[config.mk]
export PLATFORM = sky130hd
export DESIGN_NAME = e3ntx_payload_in
export DESIGN_NICKNAME = d
export VERILOG_FILES = /design/src/core/e3ntx_fifo.v /design/src/core/e3ntx_payload_in.v
export VERILOG_INCLUDE_DIRS = /design/src /design/src/pkg
export SDC_FILE = /design/constraint.sdc
export NUM_CORES = 1
export LEC_CHECK = 0
export BUFFER_PORTS_ARGS = -buffer_cell sky130_fd_sc_hd__buf_2
export CAP_MARGIN = 20
export CORE_ASPECT_RATIO = 1.25
export CORE_MARGIN = 5
export CORE_UTILIZATION = 40
export DETAILED_ROUTE_END_ITERATION = 10
export GPL_TIMING_DRIVEN = 0
export PLACE_DENSITY = 0.56
export SETUP_SLACK_MARGIN = 0.15
export SLEW_MARGIN = 40
export SYNTH_ARGS = -nofsm -noshare
export SYNTH_HDL_FRONTEND = slang
export SYNTH_SLANG_ARGS = --single-unit
[constraint.sdc]
create_clock -name CLK -period 3.4 [get_ports CLK]
set_clock_uncertainty 0.15 [all_clocks]
set_input_delay 0.68 -clock CLK [delete_from_list [all_inputs] [get_ports CLK]]
set_output_delay 0.68 -clock CLK [all_outputs]
set_load 0.05 [all_outputs]
[src/pkg/e3ntx_defines.vh]
// Constants for the E3 nibble transmit payload input block
`ifndef E3NTX_DEFINES_VH
`define E3NTX_DEFINES_VH
`define E3NTX_ADDR_W        8
`define E3NTX_ADDR_MODE     8'h00
`define E3NTX_ADDR_STATUS   8'h01
`define E3NTX_ADDR_NIBBLE   8'h02
`define E3NTX_MODE_RESET    8'h28
`define E3NTX_B_LOOPBACK    7
`define E3NTX_B_LINESTD     6
`define E3NTX_B_LOSEN       5
`define E3NTX_B_SWRESET     4
`define E3NTX_B_INTENRST    3
`define E3NTX_B_FORMAT      2
`define E3NTX_B_SEL_HI      1
`define E3NTX_B_SEL_LO      0
`define E3NTX_SEL_OFF       2'h0
`define E3NTX_SEL_SLAVE     2'h1
`define E3NTX_DIV           2'h3
`define E3NTX_DIV_HALF      2'h2
`define E3NTX_SAMPLE_DLY    2'h3
`define E3NTX_BITS_FRAME    11'h600
`define E3NTX_BITS_PAYLOAD  11'h5F4
`define E3NTX_BITS_OH       11'h00C
`define E3NTX_NIB_LAST      9'h17F
`define E3NTX_BIT_LAST      2'h3
`define E3NTX_OH_NIBBLES    9'h003
`define E3NTX_FIFO_DEPTH    8
`define E3NTX_FIFO_AW       3
`define E3NTX_NIB_W         4
`endif

[src/core/e3ntx_fifo.v]
// Parameterised FIFO with valid and ready on both sides
`timescale 1ns/10ps
`default_nettype none
module e3ntx_fifo #(
  parameter WIDTH = 4,
  parameter DEPTH = 8,
  parameter AW    = 3
) (
  input  wire             clk,
  input  wire             nrst,
  input  wire             flush,
  input  wire [WIDTH-1:0] in_data,
  input  wire             in_valid,
  output wire             in_ready,
  output wire [WIDTH-1:0] out_data,
  output wire             out_valid,
  input  wire             out_ready,
  output wire [AW:0]      level
);
  reg [WIDTH-1:0] mem [0:DEPTH-1];
  reg [AW-1:0]    wr_ptr_reg;
  reg [AW-1:0]    rd_ptr_reg;
  reg [AW:0]      count_reg;
  wire            push;
  wire            pop;

  assign in_ready  = (count_reg != DEPTH[AW:0]);
  assign out_valid = (count_reg != {(AW+1){1'b0}});
  assign out_data  = mem[rd_ptr_reg];
  assign level     = count_reg;
  assign push      = in_valid & in_ready;
  assign pop       = out_valid & out_ready;

  always @(posedge clk) begin
    if (push) begin
      mem[wr_ptr_reg] <= in_data;
    end
  end

  always @(posedge clk or negedge nrst) begin
    if (!nrst) begin
      wr_ptr_reg <= {AW{1'b0}};
      rd_ptr_reg <= {AW{1'b0}};
      count_reg  <= {(AW+1){1'b0}};
    end else if (flush) begin
      wr_ptr_reg <= {AW{1'b0}};
      rd_ptr_reg <= {AW{1'b0}};
      count_reg  <= {(AW+1){1'b0}};
    end else begin
      if (push) begin
        wr_ptr_reg <= wr_ptr_reg + {{(AW-1){1'b0}}, 1'b1};
      end
      if (pop) begin
        rd_ptr_reg <= rd_ptr_reg + {{(AW-1){1'b0}}, 1'b1};
      end
      if (push && !pop) begin
        count_reg <= count_reg + {{AW{1'b0}}, 1'b1};
      end else if (pop && !push) begin
        count_reg <= count_reg - {{AW{1'b0}}, 1'b1};
      end
    end
  end
endmodule // e3ntx_fifo
`default_nettype wire

[src/core/e3ntx_payload_in.v]
// E3 nibble-parallel transmit payload input, local-timed modes 5 and 6
`timescale 1ns/10ps
`default_nettype none
`include "e3ntx_defines.vh"
module e3ntx_payload_in (
  input  wire        CLK,
  input  wire        NRST,
  input  wire [7:0]  ADDR,
  input  wire [7:0]  WDATA,
  input  wire        WR,
  input  wire        RD,
  output reg  [7:0]  RDATA,
  input  wire        NIBBLE_INTF_EN,
  input  wire [3:0]  TX_PAYLOAD_NIBBLE,
  input  wire        TX_FRAME_REF_IN,
  output reg         TX_NIBBLE_CLOCK_OUT,
  output reg         TX_FRAME_BOUNDARY_OUT,
  output wire        TX_OVERHEAD_INDICATOR,
  output reg  [3:0]  NIB_DATA,
  output reg         NIB_OVERHEAD,
  output reg         NIB_FIRST,
  output wire        NIB_VALID,
  input  wire        NIB_READY,
  output wire        TX_ACTIVE
);
  localparam ST_IDLE = 3'b001;
  localparam ST_WAIT = 3'b010;
  localparam ST_RUN  = 3'b100;

  reg  [7:0] mode_reg;
  reg  [1:0] div_reg;
  reg  [1:0] smp_cnt_reg;
  reg        smp_arm_reg;
  reg  [8:0] nib_cnt_reg;
  reg  [1:0] bit_cnt_reg;
  reg        ref_d_reg;
  reg  [2:0] state_reg;
  reg  [2:0] state_next;
  reg        overrun_reg;
  reg  [3:0] out_nib_reg;
  reg        out_oh_reg;
  reg        out_first_reg;
  reg        out_vld_reg;
  wire       nib_mode;
  wire       slave_mode;
  wire       master_mode;
  wire       run;
  wire       tick;
  wire       ref_rise;
  wire       sample;
  wire       frame_start;
  wire       oh_slot;
  wire       fifo_in_ready;
  wire [3:0] fifo_q;
  wire       fifo_v;
  wire       fifo_pop;
  wire       fifo_q_oh;
  wire       fifo_q_first;
  wire [5:0] fifo_word;
  wire [3:0] fifo_level;

  // Nibble mode needs the pin high; select 01 slave, 1X master
  assign nib_mode    = NIBBLE_INTF_EN & ~mode_reg[`E3NTX_B_SWRESET] &
                       (mode_reg[`E3NTX_B_SEL_HI:`E3NTX_B_SEL_LO] != `E3NTX_SEL_OFF);
  assign master_mode = nib_mode & mode_reg[`E3NTX_B_SEL_HI];
  assign slave_mode  = nib_mode &
                       (mode_reg[`E3NTX_B_SEL_HI:`E3NTX_B_SEL_LO] == `E3NTX_SEL_SLAVE);
  assign run         = (state_reg == ST_RUN);
  assign TX_ACTIVE   = run;

  // Overhead always internal; indicator held low in these modes
  assign TX_OVERHEAD_INDICATOR = 1'b0;

  // Register port: mode word is the only register that takes write data; a status write clears overrun
  always @(posedge CLK or negedge NRST) begin
    if (!NRST) begin
      mode_reg <= `E3NTX_MODE_RESET;
    end else if (WR && ADDR == `E3NTX_ADDR_MODE) begin
      mode_reg <= WDATA;
    end
  end

  always @(posedge CLK or negedge NRST) begin
    if (!NRST) begin
      RDATA <= 8'h00;
    end else if (RD) begin
      case (ADDR)
        `E3NTX_ADDR_MODE:   RDATA <= mode_reg;
        `E3NTX_ADDR_STATUS: RDATA <= {overrun_reg, fifo_level, state_reg};
        `E3NTX_ADDR_NIBBLE: RDATA <= {nib_cnt_reg[8:1]};
        default:            RDATA <= 8'h00;
      endcase
    end else begin
      RDATA <= 8'h00;
    end
  end

  // Divide-by-four, one pulse per four reference periods
  always @(posedge CLK or negedge NRST) begin
    if (!NRST) begin
      div_reg             <= 2'h0;
      TX_NIBBLE_CLOCK_OUT <= 1'b0;
    end else if (!nib_mode || frame_start) begin
      div_reg             <= 2'h0;
      TX_NIBBLE_CLOCK_OUT <= 1'b0;
    end else begin
      div_reg             <= div_reg + 2'h1;
      // Held low until the first tick, so in master mode no edge comes without a capture
      TX_NIBBLE_CLOCK_OUT <= (div_reg == `E3NTX_DIV) |
                             ((div_reg == 2'h0) & TX_NIBBLE_CLOCK_OUT);
    end
  end
  // Rising edge of the output clock, as the block itself sees it
  assign tick = nib_mode && (div_reg == `E3NTX_DIV) && !frame_start;

  // Frame reference edge; slave mode only
  always @(posedge CLK or negedge NRST) begin
    if (!NRST) begin
      ref_d_reg <= 1'b0;
    end else begin
      ref_d_reg <= TX_FRAME_REF_IN;
    end
  end
  assign ref_rise    = slave_mode & TX_FRAME_REF_IN & ~ref_d_reg;
  assign frame_start = ref_rise; // Mid-frame edge restarts too

  always @* begin
    state_next = state_reg;
    case (state_reg)
      ST_IDLE: begin
        if (master_mode) begin
          state_next = ST_RUN; // Free-running, no external sync
        end else if (slave_mode) begin
          state_next = ST_WAIT;
        end
      end
      ST_WAIT: begin
        if (!slave_mode) begin
          state_next = ST_IDLE;
        end else if (frame_start) begin
          state_next = ST_RUN;
        end
      end
      ST_RUN: begin
        if (!nib_mode) begin
          state_next = ST_IDLE;
        end
      end
      default: state_next = ST_IDLE;
    endcase
  end

  always @(posedge CLK or negedge NRST) begin
    if (!NRST) begin
      state_reg <= ST_IDLE;
    end else begin
      state_reg <= state_next;
    end
  end

  // Nibble and bit counters; 384 nibbles of 4 bits per frame
  always @(posedge CLK or negedge NRST) begin
    if (!NRST) begin
      nib_cnt_reg <= 9'h000;
      bit_cnt_reg <= 2'h0;
    end else if (frame_start || state_next != ST_RUN || !run) begin
      nib_cnt_reg <= 9'h000;
      bit_cnt_reg <= 2'h0;
    end else begin
      bit_cnt_reg <= bit_cnt_reg + 2'h1;
      // Advance on capture, so the first nibble after a start is slot zero
      if (sample) begin
        nib_cnt_reg <= (nib_cnt_reg == `E3NTX_NIB_LAST) ? 9'h000 :
                       nib_cnt_reg + 9'h001;
      end
    end
  end

  // Last bit of the frame marks the boundary in master mode
  always @(posedge CLK or negedge NRST) begin
    if (!NRST) begin
      TX_FRAME_BOUNDARY_OUT <= 1'b0;
    end else begin
      TX_FRAME_BOUNDARY_OUT <= master_mode && run && !frame_start &&
                               (nib_cnt_reg == `E3NTX_NIB_LAST) &&
                               (bit_cnt_reg == `E3NTX_DIV_HALF);
    end
  end

  // Capture three reference edges after the nibble clock pulse
  always @(posedge CLK or negedge NRST) begin
    if (!NRST) begin
      smp_arm_reg <= 1'b0;
      smp_cnt_reg <= 2'h0;
    end else if (!run || frame_start) begin
      smp_arm_reg <= 1'b0;
      smp_cnt_reg <= 2'h0;
    end else if (tick) begin
      smp_arm_reg <= 1'b1;
      smp_cnt_reg <= 2'h1;
    end else if (smp_arm_reg) begin
      smp_cnt_reg <= smp_cnt_reg + 2'h1;
      if (smp_cnt_reg == `E3NTX_SAMPLE_DLY - 2'h1) begin
        smp_arm_reg <= 1'b0;
      end
    end
  end
  assign sample  = smp_arm_reg && (smp_cnt_reg == `E3NTX_SAMPLE_DLY - 2'h1);
  // First three nibbles carry the 12 overhead bits, made here
  assign oh_slot = (nib_cnt_reg < `E3NTX_OH_NIBBLES);

  // Captured nibble is pushed; overhead slots carry zero nibbles
  always @(posedge CLK or negedge NRST) begin
    if (!NRST) begin
      out_nib_reg   <= 4'h0;
      out_oh_reg    <= 1'b0;
      out_first_reg <= 1'b0;
      out_vld_reg   <= 1'b0;
    end else begin
      out_vld_reg <= sample;
      if (sample) begin
        out_nib_reg   <= oh_slot ? 4'h0 : TX_PAYLOAD_NIBBLE;
        out_oh_reg    <= oh_slot;
        out_first_reg <= (nib_cnt_reg == 9'h000);
      end
    end
  end

  // Overrun is sticky; a full FIFO drops the nibble rather than stall the line
  always @(posedge CLK or negedge NRST) begin
    if (!NRST) begin
      overrun_reg <= 1'b0;
    end else if (out_vld_reg && !fifo_in_ready) begin
      overrun_reg <= 1'b1;
    end else if (WR && ADDR == `E3NTX_ADDR_STATUS) begin
      overrun_reg <= 1'b0;
    end
  end

  e3ntx_fifo #(
    .WIDTH (6),
    .DEPTH (`E3NTX_FIFO_DEPTH),
    .AW    (`E3NTX_FIFO_AW)
  ) u_fifo (
    .clk       (CLK),
    .nrst      (NRST),
    .flush     (!nib_mode),
    .in_data   ({out_first_reg, out_oh_reg, out_nib_reg}),
    .in_valid  (out_vld_reg),
    .in_ready  (fifo_in_ready),
    .out_data  (fifo_word),
    .out_valid (fifo_v),
    .out_ready (fifo_pop),
    .level     (fifo_level)
  );
  assign fifo_q       = fifo_word[3:0];
  assign fifo_q_oh    = fifo_word[4];
  assign fifo_q_first = fifo_word[5];

  // Output stage: data from flip-flops, valid/ready handshake
  reg out_stage_v_reg;
  assign NIB_VALID = out_stage_v_reg;
  assign fifo_pop  = fifo_v && (!out_stage_v_reg || NIB_READY);
  always @(posedge CLK or negedge NRST) begin
    if (!NRST) begin
      out_stage_v_reg <= 1'b0;
      NIB_DATA        <= 4'h0;
      NIB_OVERHEAD    <= 1'b0;
      NIB_FIRST       <= 1'b0;
    end else if (!nib_mode) begin
      out_stage_v_reg <= 1'b0;
    end else if (fifo_pop) begin
      out_stage_v_reg <= 1'b1;
      NIB_DATA        <= fifo_q;
      NIB_OVERHEAD    <= fifo_q_oh;
      NIB_FIRST       <= fifo_q_first;
    end else if (NIB_READY) begin
      out_stage_v_reg <= 1'b0;
    end
  end
endmodule // e3ntx_payload_in
`default_nettype wire

-- Yosys cells after proc, flatten, opt, wreduce, memory -nomap -nowiden
Memory sizes are Yosys's and may differ from the RTL's. A register that Yosys moved wholly into a read port is not among the register bits.
Index checks and enable logic that the tools add are counted.
- add/subtract/negate cells: 8
- multipliers: 0
- div/mod/pow operators: 0
- $lt $le $gt $ge: 1
- eq/ne operators: 16
- shift-type cells: 0
- muxes and demuxes: 36
- bitwise logic cells: 12
- reductions and logical operators: 35
- operators with widths (operator ; count):
    $mux 3 ; 9
    $mux 9 ; 3
    $pmux 8 s3 ; 1
    $mux 4 ; 4
    $logic_and 1x1->1 ; 13
    $mux 1 ; 12
    $mux 2 ; 5
    $add 9x1->9 const B ; 1
    $and 1x1->1 ; 9
    $eq 9x9->1 const B ; 1
    $logic_not 9->1 ; 1
    $lt 9x2->1 const B ; 1
    $pmux 3 s3 ; 1
    $eq 8x1->1 const B ; 1
    $eq 8x2->1 const B ; 1
    $logic_not 1->1 ; 8
    $logic_not 8->1 ; 1
    $mux 8 ; 1
    $add 2x1->2 const B ; 3
    $add 3x1->3 const B ; 2
    $eq 2x2->1 const B ; 3
    $reduce_bool 2->1 ; 3
    $logic_or 1x1->1 ; 5
    $add 4x1->4 const B ; 1
    other kinds (16) ; 18
- register bits after elaboration: 57
- latch bits: 0
- memory bits (writable): 48
- ROM bits: 0
- word-level logic and storage cells: 129
- memories kept: 1
- memories (memory ; depth ; bits a word ; rd ports ; clocked after memory_dff ; write ports ; line ; text):
    u_fifo.mem ; 8 ; 6 ; 1 ; 1 ; 1 ; e3ntx_fifo.v:20 ; reg [WIDTH-1:0] mem [0:DEPTH-1];

-- Longest topological paths before layout
Gate-level depths: netlist of the first run.
- depth in word-level cells: 13
- depth in mapped cells: 8
- mapped depth without buffers: 8

-- Hierarchy
A second synthesis of the first run with hierarchy kept.
- cells, all modules: 378
- area total of the unflattened synthesis: 4991.0 sq um
- modules (own cells, without submodules) (module ; times used ; cells an instance ; area an instance (sq um)):
    e3ntx_fifo ; 1 ; 149 ; 2519.9
    e3ntx_payload_in ; 1 ; 229 ; 2471.1

-- Worst setup path after synthesis of the first run
Ideal clock, no wire load.
- path type: register to register
- from: reg state_reg[1]
- to: reg nib_cnt_reg[5]
- library setup time: 99 ps
- arrival time: 2501 ps
- required time: 3151 ps
- path slack: 650 ps
- cell stages (with the launch flop): 6
- period minus slack after synthesis: 2750 ps
- cells stage by stage: dfrtp_1 > clkbuf_1 > nor3b_1 > nand3_1 > clkbuf_1 > a311oi_1
- elaborated cells between the ends (all ways): 15
- those cells by class: 4 x eq/ne; 7 x mux; 4 x reduce/logical
- RTL lines (what ; line ; text):
    start, declared ; e3ntx_payload_in.v:37 ; reg [2:0] state_reg;
    start signal, assigned ; e3ntx_payload_in.v:157 ; state_reg <= state_next;
    $eq 3x3->1 (*) ; e3ntx_payload_in.v:68 ; assign run = (state_reg == ST_RUN);
    net TX_ACTIVE ; e3ntx_payload_in.v:24 ; output wire TX_ACTIVE
    $pmux 3 s3 ; e3ntx_payload_in.v:129 ; case (state_reg)
    $ne 3x3->1 ; e3ntx_payload_in.v:166 ; end else if (frame_start || state_next != ST_RUN || !run) begin
    $logic_or 1x1->1 ; e3ntx_payload_in.v:166 ;
    $logic_or 1x1->1 (*) ; e3ntx_payload_in.v:166 ;
    $mux 9 / $reduce_bool 2->1 (equally long branches) ; -- ;
    end signal, assigned ; e3ntx_payload_in.v:173 ; nib_cnt_reg <= (nib_cnt_reg == `E3NTX_NIB_LAST) ? 9'h000 :
    end, declared ; e3ntx_payload_in.v:34 ; reg [8:0] nib_cnt_reg;
Mark *: on every way through the listed nets, which the timed path passes. The rest lies on a longest branch.
A chain may end at the register's enable or synchronous reset.

-- Final worst setup path of the first run
- from: reg u_fifo.count_reg[1], in the netlist u_fifo.level[1]
- to: reg u_fifo.count_reg[3], in the netlist u_fifo.level[3]
- cells in the longest elaborated chain, start to end: 7
- elaborated cells between the ends (all ways): 15
- those cells by class: 2 x add/sub; 2 x eq/ne; 3 x mux; 2 x bitwise; 6 x reduce/logical
- RTL lines (what ; line ; text):
    start, declared ; e3ntx_fifo.v:23 ; reg [AW:0] count_reg;
    start signal, assigned ; e3ntx_fifo.v:44 ; count_reg <= {(AW+1){1'b0}};
    start signal, assigned ; e3ntx_fifo.v:48 ; count_reg <= {(AW+1){1'b0}};
    start signal, assigned ; e3ntx_fifo.v:57 ; count_reg <= count_reg + {{AW{1'b0}}, 1'b1};
    branches (longest 7 deep; another with $sub 4x1->4) ; -- ;
Parallel ways; which one is timed is not known. The select of a mux whose other input is x is not followed.

==> impl_metrics.ini, run 1 <==
[detailed_routing]
first_iter_violations = 153
routed-via-count = 3108
routed_wl_um = 9880
postRouteAntennaNets = 0
route.detailed.wl_per_inst_um = 16.3
via_density_per_instance = 5.13
drt_pre_antenna_iters = 4
drc = 0

[synth]
yosysWarnings = 0
synth_cells = 382
ys_types = 52
synth.largest_area_cell = sky130_fd_sc_hd__dfrtp_1
synth_most_common_cell = sky130_fd_sc_hd__dfrtp_1
synth_sequential_area_ratio_pct = 60.5
postSynthAreaPerCell_sq_um = 13.1
ys_seq_elements = 111
yosys-mux-area-fraction_pct = 13.2
synth_xor_xnor_area_share_pct = 1.75
syn_area_sq_um = 4990
synth.cells.most_frequent = 60 x sky130_fd_sc_hd__dfrtp_1, 48 x sky130_fd_sc_hd__edfxtp_1, 41 x sky130_fd_sc_hd__nor2_1
synth_edf_count = 48
synthTopCellsByArea = sky130_fd_sc_hd__dfrtp_1 30%, sky130_fd_sc_hd__edfxtp_1 29%, sky130_fd_sc_hd__mux4_1 6.3%
mappedNetlistNets = 420
ys.flop_type = sky130_fd_sc_hd__dfrtp_1
synth_top_cell_area_share_pct = 30.1
synth_compound_gate_area_share_pct = 5.86
main_combinational_cell_family_by_area_after_synthesis = simple AND/OR/NAND/NOR gates
synth_async_sr_flop_share_pct = 56.8
yosys.area_share.simple_pct = 13.3
post_synth_fa_ha_maj_area_fraction_pct = 2.91

[sta]
final_ws_setup_ns = 0.489
achievable-frequency_mhz = 344
hold_slack_ns = 0.104
grt_setup_unrepaired = false
totalNegativeSetupSlack_ns = 0
worst_slew_pin_slew_ns = 0.725
period_minus_slack_ns = 2.91
timing.slew.headroom_pct = 51.1
timing.final.hold_violations = 0
final_min_period_over_clock_period_pct = 85.6
setup-violations-final = 0
slew_violations = 0

[place]
gp_congestion = 0.773
post-place-cells = 590
place.port_buffers = 42
dpl_worst_slack_ns = 0.500
detailedPlacementHpwl_um = 7280

[power]
irDropWorstVdd_uv = 220
total_leakage_power_nw = 2.37
power_density_over_cell_area_nw_per_um2 = 436

[clocking]
post_cts_buffers = 0
hold_buffers = 0
root_buffer = sky130_fd_sc_hd__clkbuf_16
cts.sink_count = 111
tritoncts = built
clkLatencyLatePin_ns = 0.35
clock_tree.htree_level_count = 3
cts-root-to-sink-buffers = 2
postCtsResizedCells = 0
clkSlewWorstSetupHoldPaths_ns = 0.08
cts_made_buffers = 9

[worst_setup_path]
capturing_element_type_of_the_critical_path = register
worst-setup-path-type = reg2reg
path_max_fanout = 8
cp_delay_by_family_top = compound AO/OA/AOI/OAI gates
cp_data_required_time_ns = 3.48
worst_setup_path_start_kind = register
timing.critical_path.slowest_stage_cell = sky130_fd_sc_hd__or4_4
path_buf_inv = 1
cp_cell_sequence = or4_4 -> a211oi_2 -> inv_2 -> ha_1 -> a21oi_1 -> a211oi_1 -> mux2i_1 -> nand3_1
critical_path_arrival_ns = 2.99
max_stage_delay_ns = 0.62

[layout]
flow.area_growth_from_synthesis_pct = 15.3
antenna-diode-count = 0
largest_register_ff_count = 48
net_count_reported_at_finish = 475
post-route-util_pct = 47.1
drive_above_1_share_pct = 23.3
layoutNonFillerInstCount = 606
fillerInstances = 1096

[global_routing]
grt_first_pass_wirelength_um = 16300
grt_usage_pct = 14.4
grt_max_degree = 36
antenna_violations_before_repair = 0
grt_pass1_vias = 3097
grt.overflow.total = 0

[die]
die-area_sq_um = 14800
die_width_um = 110
fp-row-count = 45
floorplan.initialDensity_pct = 40.9
core_footprint_sq_um = 12200
ios = 46
dieHeight_um = 135

[job]
max_cap_viol_count = 0

[outcome]
status = completed

[worst_hold_path]
hold_path.class = in2async
[cells by family (layout without fill, tap and decap cells)]
kind of cell | count (synthesis) | in the layout
simple gates | 130 | 130
flops | 111 | 111
compound gates | 49 | 49
mux | 44 | 44
buf+inv | 26 | 86
fa+ha+maj | 11 | 11
xor+xnor | 10 | 10
other cells | 1 | 1
[final timing paths]
kind / from / to / slack (ns) / cells after the start
worst max-delay path: u_fifo.level[1]$_DFFE_PN0P_ / u_fifo.level[3]$_DFFE_PN0P_ / 0.49 / 8
worst min-delay path: NRST / NIB_OVERHEAD$_DFFE_PN0P_ / 0.10 / 1
worst max register to register: u_fifo.level[1]$_DFFE_PN0P_ / u_fifo.level[3]$_DFFE_PN0P_ / 0.49 / 8
worst min register to register: bit_cnt_reg[0]$_DFF_PN0_ / bit_cnt_reg[0]$_DFF_PN0_ / 0.28 / 1
max in group asynchronous: NRST / mode_reg[3]$_DFFE_PN1P_ / 2.41 / 2
min in group CLK: bit_cnt_reg[0]$_DFF_PN0_ / bit_cnt_reg[0]$_DFF_PN0_ / 0.28 / 1
[cells in the final DEF (no fill, tap or decap), drive strengths merged, types with 2 or more instances in the layout]
cell type / instances
o21ai: 9
or4b: 2
nand2: 29
nand3: 14
nand4: 3
a21oi: 28
dfstp: 3
xor2: 6
a211oi: 3
or4: 4
ha: 10
mux2: 20
mux2i: 12
nor3: 13
inv: 18
buf: 49
nor2b: 3
clkbuf: 17
and3: 2
nor2: 41
nor4: 6
a311oi: 2
mux4: 12
edfxtp: 48
xnor2: 4
dfrtp: 60
clkinv: 2
nand2b: 6
nor3b: 3
[through the flow]
step           total power [mW]  instance area, sq um
2_1_floorplan              1.46                  4990
3_3_place_gp               1.50                  5410
3_5_place_dp               1.51                  5470
4_1_cts                    2.55                  5760
5_1_grt                    2.62                  5760
6_report                   2.51                  5760
[routing by layer]
metal / wire length (um) / GRT usage (%)
met5: 0 / 0
met4: 135 / 4.37
met3: 343 / 3.16
met2: 5220 / 24.4
met1: 4180 / 18.2
[where the power goes]
part | switching (mW) | internal, mW | leakage, nW
Sequential | 0.00668 | 1.40 | 1.33
Combinational | 0.0460 | 0.0280 | 0.885
Clock | 0.511 | 0.521 | 0.148
Total | 0.564 | 1.95 | 2.37
[cell type report]
cell class              instances  area (sq um)  area share (%)
flip-flops and latches        111          3020            52.5
multi-input cells             245          1880            32.7
repair buffers                 44           240            4.17
clock buffers                   9           225            3.91
well taps                     164           205            3.56
plain buffers                  13          68.8            1.19
clock inverters                 7          67.6            1.17
inverters                      13          48.8           0.847
Note: power is estimated with default switching activity, not from simulation.
==> inputs of run 2 (changes only) <==
==> constraint.sdc (replaced) <==
create_clock -name CLK -period 3.4 [get_ports CLK]
set_clock_uncertainty 0.15 [all_clocks]
set_input_delay 0.51 -clock CLK [delete_from_list [all_inputs] [get_ports CLK]]
set_output_delay 0.51 -clock CLK [all_outputs]
set_load 0.05 [all_outputs]
==> impl_metrics.ini, run 2 (synthesis gave the netlist of run 1 again) <==
[die]
fp-row-count = 45
dieHeight_um = 135
die-area_sq_um = 14800
die_width_um = 110
ios = 46
core_footprint_sq_um = 12200
floorplan.initialDensity_pct = 40.9

[sta]
final_min_period_over_clock_period_pct = 85.7
slew_violations = 0
timing.slew.headroom_pct = 52.0
setup-violations-final = 0
hold_slack_ns = 0.147
achievable-frequency_mhz = 343
timing.final.hold_violations = 0
final_ws_setup_ns = 0.487
period_minus_slack_ns = 2.91
grt_setup_unrepaired = false
totalNegativeSetupSlack_ns = 0
worst_slew_pin_slew_ns = 0.711

[detailed_routing]
postRouteAntennaNets = 0
drc = 0
routed_wl_um = 9880
via_density_per_instance = 5.17
routed-via-count = 3137
first_iter_violations = 140
drt_pre_antenna_iters = 4
route.detailed.wl_per_inst_um = 16.3

[worst_setup_path]
path_max_fanout = 8
cp_data_required_time_ns = 3.48
worstRegToRegCells = 8
cp_cell_sequence = or4_4 -> a211oi_2 -> inv_2 -> ha_1 -> a21oi_1 -> a211oi_1 -> mux2i_1 -> nand3_1
r2r_end = u_fifo.level[3]$_DFFE_PN0P_
capturing_element_type_of_the_critical_path = register
timing.reg2reg.setup_slack_ns = 0.49
critical_path.startpoint = u_fifo.level[1]$_DFFE_PN0P_
rr_startpoint = u_fifo.level[1]$_DFFE_PN0P_
timing.critical_path.slowest_stage_cell = sky130_fd_sc_hd__or4_4
critical_path_arrival_ns = 2.99
max_stage_delay_ns = 0.62
worst-setup-path-type = reg2reg
worst_setup_path_start_kind = register

[clocking]
cts_made_buffers = 9
clkSlewWorstSetupHoldPaths_ns = 0.07
root_buffer = sky130_fd_sc_hd__clkbuf_16
cts.sink_count = 111
tritoncts = built
clock_tree.htree_level_count = 3
cts-root-to-sink-buffers = 2
clkLatencyLatePin_ns = 0.35
postCtsResizedCells = 0

[layout]
layout_commonest_cell = sky130_fd_sc_hd__dfrtp_1
largest_register_ff_count = 48
net_count_reported_at_finish = 476
final_cell_mix = 60 x sky130_fd_sc_hd__dfrtp_1, 48 x sky130_fd_sc_hd__edfxtp_1, 42 x sky130_fd_sc_hd__buf_2, 41 x sky130_fd_sc_hd__nor2_1, 29 x sky130_fd_sc_hd__nand2_1
fillerInstances = 1095
flow.area_growth_from_synthesis_pct = 15.5
multi_input_comb_area_sq_um = 1880
antenna-diode-count = 0
sequential_cell_area_sq_um = 3020
drive_above_1_share_pct = 23.3

[place]
detailedPlacementHpwl_um = 7280
gp_congestion = 0.773
dpl_worst_slack_ns = 0.500
place.port_buffers = 42

[power]
irDropWorstVdd_uv = 221
total_leakage_power_nw = 2.37
power_density_over_cell_area_nw_per_um2 = 435

[global_routing]
grt_pass1_vias = 3097
grt_usage_pct = 14.4
grt.overflow.total = 0
grt_first_pass_wirelength_um = 16300
antenna_violations_before_repair = 0
grt_max_degree = 36

[job]
max_cap_viol_count = 0

[worst_hold_path]
hold-path-cell-count = 1
hold_start = TX_FRAME_REF_IN
hold_path.class = in2reg
worstHoldEndpoint = ref_d_reg$_DFF_PN0_

[outcome]
status = completed
-- run 2: cell count changes in the layout (fill, tap and decap cells not counted) --
cell,previous run,this run
sky130_fd_sc_hd__dlygate4sd3_1,0,1
-- run 2: repair_timing --
action | 4_1_cts | 5_1_grt
endpoints found under the hold margin | 28 | 0
hold buffers | 1 | 0
setup endpoints to repair | 0 | 0
setup buffers | 0 | 0
-- run 2: through the flow --
stage	area, sq um	total power, mW	util [%]	instances
2_1_floorplan	4990	1.46	-	382
3_3_place_gp	5410	1.50	44.3	588
3_5_place_dp	5470	1.51	44.7	590
4_1_cts	5770	2.55	47.2	607
5_1_grt	5770	2.62	47.2	607
6_report	5770	2.51	47.2	607
-- run 2: per-layer routing --
layer  vias to the layer above  GRT usage (%)  routed length (um)
met5                         -              0                   0
met4                         0           4.37                 135
met3                         8           3.16                 399
met2                        55           24.4                5240
met1                      1551           18.2                4100
li1                       1523              -                   -
-- run 2: worst max-delay path by stage --
stage,end,slack [ns],cells past startpoint
after floorplan,nib_cnt_reg[5]$_DFFE_PN0P_,0.65,5
after global placement,u_fifo.level[3]$_DFFE_PN0P_,0.54,8
after detailed placement,u_fifo.level[3]$_DFFE_PN0P_,0.50,8
after CTS,u_fifo.level[3]$_DFFE_PN0P_,0.48,8
after global routing,u_fifo.level[3]$_DFFE_PN0P_,0.31,8
final,u_fifo.level[3]$_DFFE_PN0P_,0.49,8
-- run 2: final cells by class --
class                   instances  area share [%]
plain buffers                  13            1.19
flip-flops and latches        111            52.4
repair buffers                 45            4.34
well taps                     164            3.56
clock buffers                   9            3.90
clock inverters                 7            1.17
multi-input cells             245            32.6
inverters                      13           0.846
-- run 2: worst max-delay path: cells and delay by family (launching register included) --
family	cells	cell delay, ns
adder cells (fa/ha/maj)	1	0.34
AND/OR/NAND/NOR	2	0.70
buffers and inverters	1	0.12
flip-flops	1	0.51
multiplexers	1	0.22
AO/OA/AOI/OAI	3	0.76
-- run 2: report_power, final --
group          switching (mW)  leakage (nW)  total (mW)  internal (mW)
clock                   0.512         0.148        1.03          0.521
sequential            0.00671          1.33        1.40           1.40
combinational          0.0461         0.889      0.0749         0.0287
